[src/core/reset_cause_pkg.sv]
// Constants shared by the reset-cause and forced-reset logic
package reset_cause_pkg;

  // ---------------------------------------------------------------
  // Data and address widths
  // ---------------------------------------------------------------
  localparam int DATA_W = 8;
  localparam int ADDR_W = 16;

  // ---------------------------------------------------------------
  // Register addresses (arbitrary placement on the CPU bus)
  // ---------------------------------------------------------------
  localparam logic [15:0] FLAGS_ADDR = 16'h1800;
  localparam logic [15:0] FORCE_ADDR = 16'h1801;

  // ---------------------------------------------------------------
  // Cause flag bit positions
  // ---------------------------------------------------------------
  localparam int POWER_ON_BIT = 7;
  localparam int PIN_BIT = 6;
  localparam int WATCHDOG_BIT = 5;
  localparam int ILL_OPCODE_BIT = 4;
  localparam int ILL_ADDRESS_BIT = 3;
  localparam int CLOCK_MODULE_BIT = 2;
  localparam int LOW_VOLTAGE_BIT = 1;
  localparam int FORCE_BIT = 0;

  // ---------------------------------------------------------------
  // Flag values per reset kind
  // ---------------------------------------------------------------
  localparam logic [7:0] POWER_ON_FLAGS = 8'h82;
  localparam logic [6:0] LOW_VOLTAGE_FLAGS = 7'h02;
  localparam logic [7:0] READ_ZERO = 8'h00;

  // ---------------------------------------------------------------
  // Illegal address gaps
  // ---------------------------------------------------------------
  localparam logic [15:0] GAP1_LO = 16'h0470;
  localparam logic [15:0] GAP1_HI = 16'h17FF;
  localparam logic [15:0] GAP2_LO = 16'h1860;
  localparam logic [15:0] GAP2_HI = 16'hBFFF;

  // ---------------------------------------------------------------
  // Watchdog
  // ---------------------------------------------------------------
  localparam int WDOG_CNT_W = 18;

endpackage

[src/core/reset_cause.sv]
// Reset-cause flags, watchdog kick and debug-forced reset
`timescale 1ns/1ps
`default_nettype none

module reset_cause #(
  parameter int WDOG_W = reset_cause_pkg::WDOG_CNT_W,
  parameter logic [15:0] FLAGS_ADDR = reset_cause_pkg::FLAGS_ADDR,
  parameter logic [15:0] FORCE_ADDR = reset_cause_pkg::FORCE_ADDR
) (
  // Clock and system reset
  input wire logic clk,
  input wire logic sys_rst,
  // Reset sources from pins and analog
  input wire logic rst_pin_n,
  input wire logic power_on_detect,
  input wire logic low_voltage_detect,
  // Low-voltage and mode options
  input wire logic low_voltage_reset_enable,
  input wire logic low_voltage_halt_enable,
  input wire logic watchdog_enable_option,
  input wire logic halt_mode_enable,
  input wire logic background_mode_enable,
  // Instruction decode events
  input wire logic opcode_unimplemented,
  input wire logic halt_instruction,
  input wire logic background_entry_instruction,
  // Clock module request
  input wire logic clock_module_reset_req,
  // CPU and background bus
  input wire logic [15:0] bus_addr,
  input wire logic bus_rd,
  input wire logic bus_wr,
  input wire logic bus_bdm,
  input wire logic [7:0] bus_wdata,
  output logic [7:0] bus_rdata,
  // Reset request to the system controller
  output logic mcu_reset_req
);

  // ---------------------------------------------------------------
  // State
  // ---------------------------------------------------------------
  typedef struct packed {
    logic [1:0] pin_sync;
    logic [1:0] pwr_sync;
    logic [1:0] lowv_sync;
    logic in_rst;
    logic reset_req;
    logic [7:0] pending;
    logic [7:0] flags;
    logic [WDOG_W-1:0] wdog_cnt;
    logic [7:0] rdata;
  } state_s;

  state_s st_ff;
  state_s nxt_st;

  logic release_now;
  logic access;
  logic in_gap;
  logic ev_pin;
  logic ev_wdog;
  logic ev_bad_opcode;
  logic ev_bad_addr;
  logic ev_clk;
  logic ev_lowv;
  logic ev_pwr;
  logic ev_force;
  logic wdog_kick;
  logic [7:0] events;

  // ---------------------------------------------------------------
  // Event decode
  // ---------------------------------------------------------------
  // First cycle out of reset latches the flags
  assign release_now = st_ff.in_rst & ~sys_rst;
  assign access = bus_rd | bus_wr;

  // Only the two gaps count; register holes are not checked
  assign in_gap = ((bus_addr >= reset_cause_pkg::GAP1_LO) &&
                   (bus_addr <= reset_cause_pkg::GAP1_HI)) ||
                  ((bus_addr >= reset_cause_pkg::GAP2_LO) &&
                   (bus_addr <= reset_cause_pkg::GAP2_HI));

  // Level and pulse sources that request a reset
  assign ev_pin = ~st_ff.pin_sync[1];
  assign ev_wdog = watchdog_enable_option & (&st_ff.wdog_cnt);
  assign ev_bad_opcode = opcode_unimplemented |
                         (halt_instruction & ~halt_mode_enable) |
                         (background_entry_instruction &
                          ~background_mode_enable);
  assign ev_bad_addr = access & in_gap;
  assign ev_clk = clock_module_reset_req;
  assign ev_lowv = st_ff.lowv_sync[1] & low_voltage_reset_enable &
                   low_voltage_halt_enable;
  assign ev_pwr = st_ff.pwr_sync[1];
  // Only a background-sourced write may force reset
  assign ev_force = bus_wr & bus_bdm & (bus_addr == FORCE_ADDR) &
                    bus_wdata[reset_cause_pkg::FORCE_BIT];
  assign wdog_kick = bus_wr & (bus_addr == FLAGS_ADDR);

  // Cause bits laid out as in the flags register; force adds none
  always_comb begin
    events = 8'h00;
    events[reset_cause_pkg::POWER_ON_BIT] = ev_pwr;
    events[reset_cause_pkg::PIN_BIT] = ev_pin;
    events[reset_cause_pkg::WATCHDOG_BIT] = ev_wdog;
    events[reset_cause_pkg::ILL_OPCODE_BIT] = ev_bad_opcode;
    events[reset_cause_pkg::ILL_ADDRESS_BIT] = ev_bad_addr;
    events[reset_cause_pkg::CLOCK_MODULE_BIT] = ev_clk;
    events[reset_cause_pkg::LOW_VOLTAGE_BIT] = ev_lowv;
  end

  // ---------------------------------------------------------------
  // Next state
  // ---------------------------------------------------------------
  always_comb begin
    nxt_st = st_ff;
    // Synchronisers run through reset so sources are seen in it
    nxt_st.pin_sync = {st_ff.pin_sync[0], rst_pin_n};
    nxt_st.pwr_sync = {st_ff.pwr_sync[0], power_on_detect};
    nxt_st.lowv_sync = {st_ff.lowv_sync[0], low_voltage_detect};
    if (sys_rst) begin
      nxt_st.in_rst = 1'b1;
      nxt_st.reset_req = 1'b0;
      nxt_st.wdog_cnt = '0;
      nxt_st.rdata = reset_cause_pkg::READ_ZERO;
      // Power-on wipes every other pending cause
      if (ev_pwr) begin
        nxt_st.pending = 8'h00;
        nxt_st.pending[reset_cause_pkg::POWER_ON_BIT] = 1'b1;
      end else begin
        nxt_st.pending = st_ff.pending | events;
      end
    end else begin
      nxt_st.in_rst = 1'b0;
      // Any source or forced write asks for reset until it comes
      nxt_st.reset_req = st_ff.reset_req | (|events) | ev_force;
      // New events win over the clear at release
      nxt_st.pending = (release_now ? 8'h00 : st_ff.pending) | events;
      // Flags change only at release
      if (release_now) begin
        if (st_ff.pending[reset_cause_pkg::POWER_ON_BIT]) begin
          nxt_st.flags = reset_cause_pkg::POWER_ON_FLAGS;
        end else if (st_ff.pending[reset_cause_pkg::LOW_VOLTAGE_BIT]) begin
          nxt_st.flags = {st_ff.flags[7],
                          reset_cause_pkg::LOW_VOLTAGE_FLAGS};
        end else begin
          nxt_st.flags = {1'b0, st_ff.pending[6:2], 2'b00};
        end
      end
      // Watchdog counts only when enabled; kick clears it
      if (!watchdog_enable_option || wdog_kick) begin
        nxt_st.wdog_cnt = '0;
      end else if (!ev_wdog) begin
        nxt_st.wdog_cnt = st_ff.wdog_cnt + 1'b1;
      end
      // Read data, one cycle after the strobe
      nxt_st.rdata = reset_cause_pkg::READ_ZERO;
      if (bus_rd && (bus_addr == FLAGS_ADDR)) begin
        nxt_st.rdata = {st_ff.flags[7:1], 1'b0};
      end
    end
  end

  // ---------------------------------------------------------------
  // State register
  // ---------------------------------------------------------------
  always_ff @(posedge clk) begin
    st_ff <= nxt_st;
  end

  // Outputs from flip-flops
  assign bus_rdata = st_ff.rdata;
  assign mcu_reset_req = st_ff.reset_req;

  // ---------------------------------------------------------------
  // Checks
  // ---------------------------------------------------------------
  // Forced reset leaves pending causes alone
  AST_FORCE_NO_FLAGS: assert property (
    @(posedge clk) disable iff (sys_rst)
    (ev_force && events == 8'h00 && !release_now)
    |=> st_ff.pending == $past(st_ff.pending))
    else $error("forced reset changed pending causes");

  // Kick zeroes watchdog, flags hold
  AST_WDOG_KICK: assert property (
    @(posedge clk) disable iff (sys_rst)
    (wdog_kick && !release_now)
    |=> (st_ff.wdog_cnt == '0) && $stable(st_ff.flags))
    else $error("watchdog kick failed or flags moved");

  // Power-on release value
  AST_POWER_ON_FLAGS: assert property (
    @(posedge clk) disable iff (sys_rst)
    (release_now && st_ff.pending[7])
    |=> st_ff.flags == 8'h82)
    else $error("power-on flags wrong");

  // Low-voltage release keeps bit 7
  AST_LOW_VOLTAGE_FLAGS: assert property (
    @(posedge clk) disable iff (sys_rst)
    (release_now && !st_ff.pending[7] && st_ff.pending[1])
    |=> (st_ff.flags[7] == $past(st_ff.flags[7])) &&
        (st_ff.flags[6:0] == 7'h02))
    else $error("low-voltage flags wrong");

  // Other resets copy active sources
  AST_OTHER_FLAGS: assert property (
    @(posedge clk) disable iff (sys_rst)
    (release_now && !st_ff.pending[7] && !st_ff.pending[1])
    |=> st_ff.flags == {1'b0, $past(st_ff.pending[6:2]), 2'b00})
    else $error("other reset flags wrong");

  // Disabled watchdog never counts
  AST_WDOG_OFF: assert property (
    @(posedge clk) disable iff (sys_rst)
    (!watchdog_enable_option)[*2] |-> (st_ff.wdog_cnt == '0) && !ev_wdog)
    else $error("watchdog ran while disabled");

  // Disallowed halt requests reset with opcode cause
  AST_HALT_ILLEGAL: assert property (
    @(posedge clk) disable iff (sys_rst)
    (halt_instruction && !halt_mode_enable)
    |=> st_ff.reset_req && st_ff.pending[4])
    else $error("illegal halt not caught");

  // Gap start is illegal
  AST_GAP_ACCESS: assert property (
    @(posedge clk) disable iff (sys_rst)
    (bus_rd && bus_addr == 16'h0470) |=> st_ff.pending[3] ##1 st_ff.reset_req)
    else $error("gap access not caught");

  // Register area holes are harmless
  AST_REG_HOLE: assert property (
    @(posedge clk) disable iff (sys_rst)
    (access && bus_addr >= 16'h1800 && bus_addr <= 16'h185F &&
     !release_now)
    |=> st_ff.pending[3] == $past(st_ff.pending[3]))
    else $error("register hole flagged illegal");

  // User writes to the force register do nothing
  AST_USER_FORCE: assert property (
    @(posedge clk) disable iff (sys_rst)
    (bus_wr && !bus_bdm && bus_addr == FORCE_ADDR && events == 8'h00 &&
     !st_ff.reset_req) |=> !st_ff.reset_req)
    else $error("user write forced reset");

  // Force register reads zero
  AST_FORCE_READ: assert property (
    @(posedge clk) disable iff (sys_rst)
    (bus_rd && bus_addr == FORCE_ADDR) |=> bus_rdata == 8'h00)
    else $error("force register read nonzero");

  // Background force write requests reset next cycle
  AST_FORCE_RESET: assert property (
    @(posedge clk) disable iff (sys_rst)
    ev_force |=> mcu_reset_req)
    else $error("forced reset not requested");

  // Flags read shows latched flags, bit 0 zero
  AST_FLAGS_READ: assert property (
    @(posedge clk) disable iff (sys_rst)
    (bus_rd && bus_addr == FLAGS_ADDR)
    |=> bus_rdata == {$past(st_ff.flags[7:1]), 1'b0})
    else $error("flags read wrong");

  // Disallowed background entry requests reset with opcode cause
  AST_BG_ILLEGAL: assert property (
    @(posedge clk) disable iff (sys_rst)
    (background_entry_instruction && !background_mode_enable)
    |=> st_ff.reset_req && st_ff.pending[4])
    else $error("illegal background entry not caught");

  // Unimplemented opcode requests reset with opcode cause
  AST_OPCODE_ILLEGAL: assert property (
    @(posedge clk) disable iff (sys_rst)
    opcode_unimplemented |=> st_ff.reset_req && st_ff.pending[4])
    else $error("unimplemented opcode not caught");

  // Synchronised low pin requests reset with pin cause
  AST_PIN_REQ: assert property (
    @(posedge clk) disable iff (sys_rst)
    !st_ff.pin_sync[1] |=> st_ff.reset_req && st_ff.pending[6])
    else $error("reset pin not caught");

  // Clock module request records its cause
  AST_CLOCK_REQ: assert property (
    @(posedge clk) disable iff (sys_rst)
    clock_module_reset_req |=> st_ff.reset_req && st_ff.pending[2])
    else $error("clock module request not caught");

  // Armed low voltage requests reset with voltage cause
  AST_LOW_VOLTAGE_REQ: assert property (
    @(posedge clk) disable iff (sys_rst)
    (st_ff.lowv_sync[1] && low_voltage_reset_enable &&
     low_voltage_halt_enable)
    |=> st_ff.reset_req && st_ff.pending[1])
    else $error("low voltage not caught");

  // Second gap is illegal from end to end
  AST_GAP2_ACCESS: assert property (
    @(posedge clk) disable iff (sys_rst)
    (access && bus_addr >= 16'h1860 && bus_addr <= 16'hBFFF)
    |=> st_ff.reset_req && st_ff.pending[3])
    else $error("second gap access not caught");

  // Expired enabled watchdog requests reset with its cause
  AST_WDOG_EXPIRE: assert property (
    @(posedge clk) disable iff (sys_rst)
    (watchdog_enable_option && (&st_ff.wdog_cnt))
    |=> st_ff.reset_req && st_ff.pending[5])
    else $error("watchdog expiry not caught");

  // Reset request stands until the system resets
  AST_REQ_HOLD: assert property (
    @(posedge clk) disable iff (sys_rst)
    mcu_reset_req |=> mcu_reset_req)
    else $error("reset request dropped early");

  // Read data is zero unless a read came the cycle before
  AST_RDATA_IDLE: assert property (
    @(posedge clk) disable iff (sys_rst)
    !bus_rd |=> bus_rdata == 8'h00)
    else $error("read data not zero when idle");

  // Bit 0 of read data is always zero
  AST_RDATA_BIT0: assert property (
    @(posedge clk) disable iff (sys_rst)
    bus_rdata[0] == 1'b0)
    else $error("read data bit 0 set");

endmodule

`default_nettype wire

[config.mk]
export PLATFORM = sky130hd
export DESIGN_NAME = reset_cause
export DESIGN_NICKNAME = d
export VERILOG_FILES = /design/src/core/reset_cause_pkg.sv /design/src/core/reset_cause.sv
export SDC_FILE = /design/constraint.sdc
export NUM_CORES = 1
export LEC_CHECK = 0
export BUFFER_PORTS_ARGS = -buffer_cell sky130_fd_sc_hd__buf_2
export CELL_PAD_IN_SITES_DETAIL_PLACEMENT = 1
export CELL_PAD_IN_SITES_GLOBAL_PLACEMENT = 2
export CORE_MARGIN = 3
export CORE_UTILIZATION = 34
export DETAILED_ROUTE_END_ITERATION = 8
export PLACE_DENSITY = 0.87
export RECOVER_POWER = 50
export SLEW_MARGIN = 20
export SYNTH_ARGS = -nofsm -noshare
export SYNTH_HDL_FRONTEND = slang
export SYNTH_SLANG_ARGS = --single-unit
[constraint.sdc]
create_clock -name clk -period 4.8 [get_ports clk]
set_input_delay 0.48 -clock clk [delete_from_list [all_inputs] [get_ports clk]]
set_output_delay 0.48 -clock clk [all_outputs]
set_load 0.05 [all_outputs]
# Word-level counts from Yosys, hierarchy flattened
# Cells that the tools add are included.
# word_totals
reg_bits,50
wordCells,60
# classes
n_addsub,1
order_cmp,4
eq_ne,3
n_mux,4
bitwise,23
n_reduce_logical,13
# ops
cell,count
$eq A16 B13 Y1 const B,2
$mux W8,3
$add A18 B1 Y18 const B,1
$reduce_and A18 Y1,1
$ge A16 B11 Y1 const B,1
$ge A16 B13 Y1 const B,1
$le A16 B13 Y1 const B,1
$le A16 B16 Y1 const B,1
$or A8 B8 Y8,2
$and A1 B1 Y1,11
$mux W10,1
$reduce_or A7 Y1,1
$reduce_or A2 Y1,3
$not A1 Y1,5
$or A1 B1 Y1,5
$logic_and A1 B1 Y1,3
$reduce_and A3 Y1,1
$logic_or A1 B1 Y1,2
$ne A2 B1 Y1 const B,1
$reduce_and A2 Y1,1
$logic_not A1 Y1,1

# Depth between registers and ports, before layout
# Gate-level depths: netlist of run 1.
# depth
ltp_word,8
mapped_depth,6

# Worst setup path before layout of run 1
# Ideal clock, no wire load.
# synth_timing
path_kind,input -> register
startpoint,input port bus_addr[6]
endpoint,register st_ff[11] (netlist name)
arrival_ps,1636
required_time_ps,4685
slack_ps,3050
cell_stages,6
n_path_buf,2
cell_sequence,or4b_4 -> nor3_4 -> a41o_1 -> buf_4 -> buf_6 -> nor2_1
# synth_between
elab_chain_cells,4
# synth_lines
element,line_no,rtl
"start, declared",reset_cause.sv:30,"input wire logic [15:0] bus_addr,"
$eq A16 B13 Y1,reset_cause.sv:100,assign wdog_kick = bus_wr & (bus_addr == FLAGS_ADDR);
$and A1 B1 Y1,reset_cause.sv:100,
$logic_or A1 B1 Y1,reset_cause.sv:153,if (!watchdog_enable_option || wdog_kick) begin
$reduce_or A2 Y1 (no line),n/a,
"end signal, assigned",reset_cause.sv:170,st_ff <= nxt_st;
"end, declared",reset_cause.sv:55,state_s st_ff;
# Every way passes these cells.
# A chain may end at the register's enable or synchronous reset.

# Final worst setup path of run 1
# layout_timing
startpoint,input port bus_addr[6]
endpoint,register st_ff[25] (netlist name)
# Same word-level chain as after synthesis.

==> impl_metrics.ini, run 1 <==
[floorplanning]
ios = 50
fp.dieArea_um2 = 6901
fp.dieH_um = 83.07
rows = 27
core_area_um2 = 5642
die_x_um = 83.07
start_util_pct = 35.80

[timing]
finalCritPeriodShare_pct = 41.60
worst_slack_ns = 2.803
max_freq_ghz = 0.5008
rsz0062_at_grt = no
hold_viol = 0
maxSlewHeadroom_pct = 56.20
skew_ns = 0.008058
tightest_slew_ns = 0.6534
setup_violations = 0
timing.setup.tns_ns = 0
fin_crit_ns = 1.997
timing.final.max_slew_violations = 0

[grt]
grt_max_degree = 19
grt_overflow = 0
antenna_found_initial = 0
track_usage_pct = 12.97
grt_pass1_wl_um = 7383
grt_pass1_vias = 1584

[power]
power_frac_seq_pct = 59.3
vdd_drop_max_v = 0.0001386
p_clk_share_pct = 34.5
fin_total_pwr_mw = 0.7014
p_sw_mw = 0.1665
p_int_mw = 0.5349
p_leak_nw = 0.8939
power_frac_comb_pct = 6.3
power_density_nw_per_um2 = 303.7
swShare_pct = 23.74

[route]
first_pass_iters = 4
routedWlPerCell_um = 13.03
antenna_left = 0
drcViolationCount = 0
routed_wl_um = 4092
vias = 1546
routed_via_density = 4.924
drtIter0Drc = 62

[finish]
final_cells = 314
nets = 283
layout-drive-gt1-share_pct = 22.31
areaGrowthSynthToFinish_pct = 14.37
n_antenna_cell = 0
final_common_cell = dfxtp_1
stdcell_area_um2 = 2310
final_cell_mix = dfxtp_1 (40), buf_2 (35), nor2_1 (17)

[placed_design]
post-place-ws_ns = 2.425
post_dp_cell_area_um2 = 2228
place_inst = 306
portBuffers = 41
hpwlAfterDp_um = 3085
gp_congestion = 0.6723

[hold_path]
hold_path.startpoint = low_voltage_detect
hold_class = in2reg

[setup_path]
crit_required_ns = 4.98
critPathArrivalTime_ns = 2.18
end_kind = flop
critical_path.cell_chain = buf_2 -> or4b_4 -> nor3_4 -> a41o_1 -> o21bai_1 -> a31oi_1
critical_path.reg2reg.startpoint = st_ff[8]
startpoint_type = input port
criticalPathCategory = in2reg
crit_path_start = bus_addr[6]
crit_fanout = 18
cp_slowest_cell = a41o_1
slowest_delay_ns = 0.62

[clocking]
clk_latency_ns = 0.30
numCtsBuffers = 5
ctsResizeCount = 0
clock_sinks = 47
ctsLongestPathBuffers = 2
cts_root_buf = clkbuf_8
path_clk_slew_ns = 0.09
postCtsSetupBuffers = 0
cts-hold-fix-buffers = 0
cts_tree = yes
htree_levels = 2

[logic_synthesis]
synth_top_cell_area_share_pct = 39.65
ys_types = 48
yosysWarnings = 0
synth_ff_type = dfxtp_1
yosys-top-cells-area = dfxtp_1 (40%), edfxtp_1 (10%), and2_1 (4.3%)
synth_top_cell_by_area = dfxtp_1
synth_seq_area_share_pct = 50.06
syn_nets = 247
syn_area_um2 = 2019
synthArstFlopShare_pct = 0
ys_ff_latch = 47
synth-edff-count = 7
syn_inst = 205
avgSynthCellArea_um2 = 9.851

[job]
drv_cap = 0

[status]
outcome = finished, final reports clean
-- critical path: cells and delay by family --
| family | cells | cell delay, ns |
|---|---|---|
| simple gates | 2 | 0.70 |
| compound gates | 3 | 0.87 |
| buf+inv | 1 | 0.11 |
-- area by class of cell --
cell class / instances / area [um2]
Timing Repair Buffer: 41 / 197.7
Multi-Input combinational cell: 137 / 888.4
Fill cell: 675 / 3332
Clock inverter: 2 / 16.27
Inverter: 9 / 33.78
Clock buffer: 6 / 72.57
Sequential cell: 47 / 1011
Tap cell: 72 / 90.09
-- final timing paths --
path,slack [ns],cells after the start,endpoint
setup / recovery,2.80,6,st_ff[25]
hold / removal,0.27,1,nxt_st[45]
setup reg to reg,2.90,6,st_ff[19]
hold reg to reg,0.34,0,ev_pwr
-- flip-flops by register name, summed over array words and instances (netlist names) --
register,cells
mcu_reset_req,1
ev_pwr,1
bus_rdata,7
st_ff,35
nxt_st,3
-- per-layer routing --
layer  track usage [%]  wire length [um]  part of all wire [%]  up-vias
li1                  -                 -                     -      788
met1             15.87              1862                    46      717
met2             21.36              1921                    47       35
met3             3.671               224                   5.5        6
met4             5.349                83                   2.0        0
met5                 0                 0                     0        -
-- through the flow --
| step | utilization, % | hold WS, ns |
|---|---|---|
| after floorplan | - | 0.3096 |
| after global placement | 39.50 | 0.3111 |
| after detailed placement | 39.50 | 0.3147 |
| after CTS | 41.07 | 0.2600 |
| after global routing | 40.94 | 0.2534 |
| final | 40.94 | 0.2692 |
-- cells in the mapped netlist, types with 2 or more instances --
| library cell | number |
|---|---|
| and2_1 | 14 |
| nor4b_1 | 2 |
| inv_1 | 9 |
| or3_1 | 2 |
| nor2_1 | 17 |
| nand3_1 | 9 |
| a211oi_1 | 4 |
| buf_4 | 9 |
| a31oi_1 | 3 |
| nor4_1 | 2 |
| nor3_4 | 3 |
| a21oi_1 | 14 |
| nand4_1 | 6 |
| edfxtp_1 | 7 |
| nor3_1 | 6 |
| nand2_1 | 15 |
| xnor2_1 | 9 |
| nand2b_1 | 2 |
| dfxtp_1 | 40 |
| xor2_1 | 2 |
| and4_1 | 3 |
-- kinds of logic after synthesis --
kind of cell	after synthesis	share of synthesized area, %
AND/OR/NAND/NOR	92	28.01
flip-flops	47	50.06
AO/OA/AOI/OAI	31	9.914
buffers and inverters	21	5.947
XOR/XNOR	11	4.771
adder cells (fa/ha/maj)	1	0.6195
other	1	0.1857
multiplexers	1	0.4957
-- power groups by stage --
stage | clock network [mW] | registers [mW] | logic (mW)
after global routing | 0.269 | 0.417 | 0.0498
final | 0.242 | 0.416 | 0.0439
after global placement | 0 | 0.425 | 0.0434
after floorplan | 0 | 0.425 | 0.0239
after CTS | 0.251 | 0.416 | 0.0451
after detailed placement | 0 | 0.425 | 0.0450
Power figures use the tool's default switching activity.
==> run 2: changes to the inputs <==
Settings changed: CORE_UTILIZATION 34 to 29, PLACE_DENSITY 0.87 to 0.79.
Clock period 4.8 ns to 1.78 ns, I/O delays scaled along.
==> impl_metrics.ini, run 2 (synthesis results as in run 1) <==
[floorplanning]
ios = 50
core_area_um2 = 6531
die_x_um = 89.45
fp.dieArea_um2 = 8001
rows = 29
start_util_pct = 30.92
fp.dieH_um = 89.45

[hold_path]
hold_class = in2reg

[power]
p_int_mw = 1.460
swShare_pct = 24.85
power_density_nw_per_um2 = 796.7
p_leak_nw = 0.9563
power_frac_comb_pct = 6.7
power_frac_seq_pct = 57.7
p_clk_share_pct = 35.6
p_sw_mw = 0.4828
vdd_drop_max_v = 0.0003641

[clocking]
cts_tree = yes
path_clk_slew_ns = 0.10
clock_sinks = 47
numCtsBuffers = 5
cts_root_buf = clkbuf_8
ctsLongestPathBuffers = 2
clk_latency_ns = 0.31
htree_levels = 2

[grt]
grt_overflow = 0
antenna_found_initial = 0
grt_max_degree = 18
grt_pass1_vias = 1584
grt_pass1_wl_um = 7320
track_usage_pct = 11.89

[setup_path]
cpLargestDelayFamily = simple AND/OR/NAND/NOR gates
startpoint_type = flop
crit_required_ns = 1.99
criticalPathCategory = reg2reg
critPathArrivalTime_ns = 1.85
crit_fanout = 5
cp_slowest_cell = dfxtp_1
end_kind = flop
crit_buf_inv = 0
critical_path.cell_chain = ha_1 -> and2_2 -> and3_1 -> nand4_1 -> xnor2_1 -> nor2_1
slowest_delay_ns = 0.37

[finish]
final_common_cell = dfxtp_1
final_cells = 333
areaGrowthSynthToFinish_pct = 20.76
utilization_pct = 37.34
n_antenna_cell = 0
largest_reg_flops = 35
final_cell_mix = dfxtp_1 (40), buf_2 (32), nor2_1 (17)
regMostFlops = st_ff
fill_cells = 784
nets = 297
layout-drive-gt1-share_pct = 25.39

[route]
antenna_left = 0
first_pass_iters = 4
routedWlPerCell_um = 13.12
routed_via_density = 4.862
drcViolationCount = 0
drtIter0Drc = 24
routed_wl_um = 4368
vias = 1619

[timing]
max_freq_ghz = 0.6105
finalHoldWorstSlack_ns = 0.1088
fin_crit_ns = 1.638
maxSlewHeadroom_pct = 58.41
finalCritPeriodShare_pct = 92.02
tightest_slew_ns = 0.6266
skew_ns = 0.006084
hold_viol = 0
timing.setup.tns_ns = 0
rsz0062_at_grt = no
timing.final.max_slew_violations = 0
setup_violations = 0

[placed_design]
gp_congestion = 0.7456
hpwlAfterDp_um = 3365
portBuffers = 41
place_inst = 321

[job]
drv_cap = 0

[status]
outcome = finished, final reports clean
==> run 2: repair_timing <==
item                                    in CTS  in global routing
hold buffers                                 3                  0
endpoints found under the setup margin       0                  2
setup buffers                                0                  1
gates resized for setup                      0                  2
hold endpoints to repair                     3                  0
==> run 2: power groups by stage <==
stage	logic (mW)	clock network (mW)	registers [mW]
finish	0.130	0.692	1.12
global route	0.146	0.753	1.13
CTS	0.133	0.726	1.12
detailed placement	0.128	0	1.15
global placement	0.124	0	1.14
floorplan	0.0644	0	1.15
==> run 2: final timing paths <==
| kind | startpoint | slack, ns | endpoint | depth (start not counted) |
|---|---|---|---|---|
| setup / recovery | st_ff[9] | 0.14 | st_ff[8] | 6 |
| hold / removal | sys_rst | 0.11 | st_ff[43] | 1 |
| setup reg to reg | st_ff[9] | 0.14 | st_ff[8] | 6 |
| hold reg to reg | nxt_st[47] | 0.33 | ev_pwr | 0 |
==> run 2: layout make-up <==
cell class | count | area, um2 | area share, %
multi-input combinational | 137 | 894.6 | 36.69
sequential | 47 | 1011 | 41.46
timing repair buffer | 55 | 306.5 | 12.57
inverter | 9 | 33.78 | 1.385
clock buffer | 5 | 68.82 | 2.822
clock inverter | 3 | 27.53 | 1.129
tap | 77 | 96.34 | 3.951
==> run 2: per-stage QoR <==
stage	total power [mW]	worst slack [ns]	cell area [um2]
2_1_floorplan	1.211	0.2514	2019
3_3_place_gp	1.269	0.1066	2310
3_5_place_dp	1.274	0.05596	2310
4_1_cts	1.981	0.05934	2436
5_1_grt	2.025	0.01124	2439
6_report	1.943	0.1420	2439
==> run 2: worst register-to-register path, cell delays in order (launching register included) <==
cell,delay (ns)
dfxtp_1,0.37
ha_1,0.20
and2_2,0.20
and3_1,0.21
nand4_1,0.26
xnor2_1,0.24
nor2_1,0.07
==> run 2: layer usage <==
metal	vias up	share of wire (%)	global-route usage (%)
met2	37	48	19.83
met1	762	45	14.55
li1	813	-	-
met5	-	0	0
met3	7	5.1	3.318
met4	0	1.4	4.465
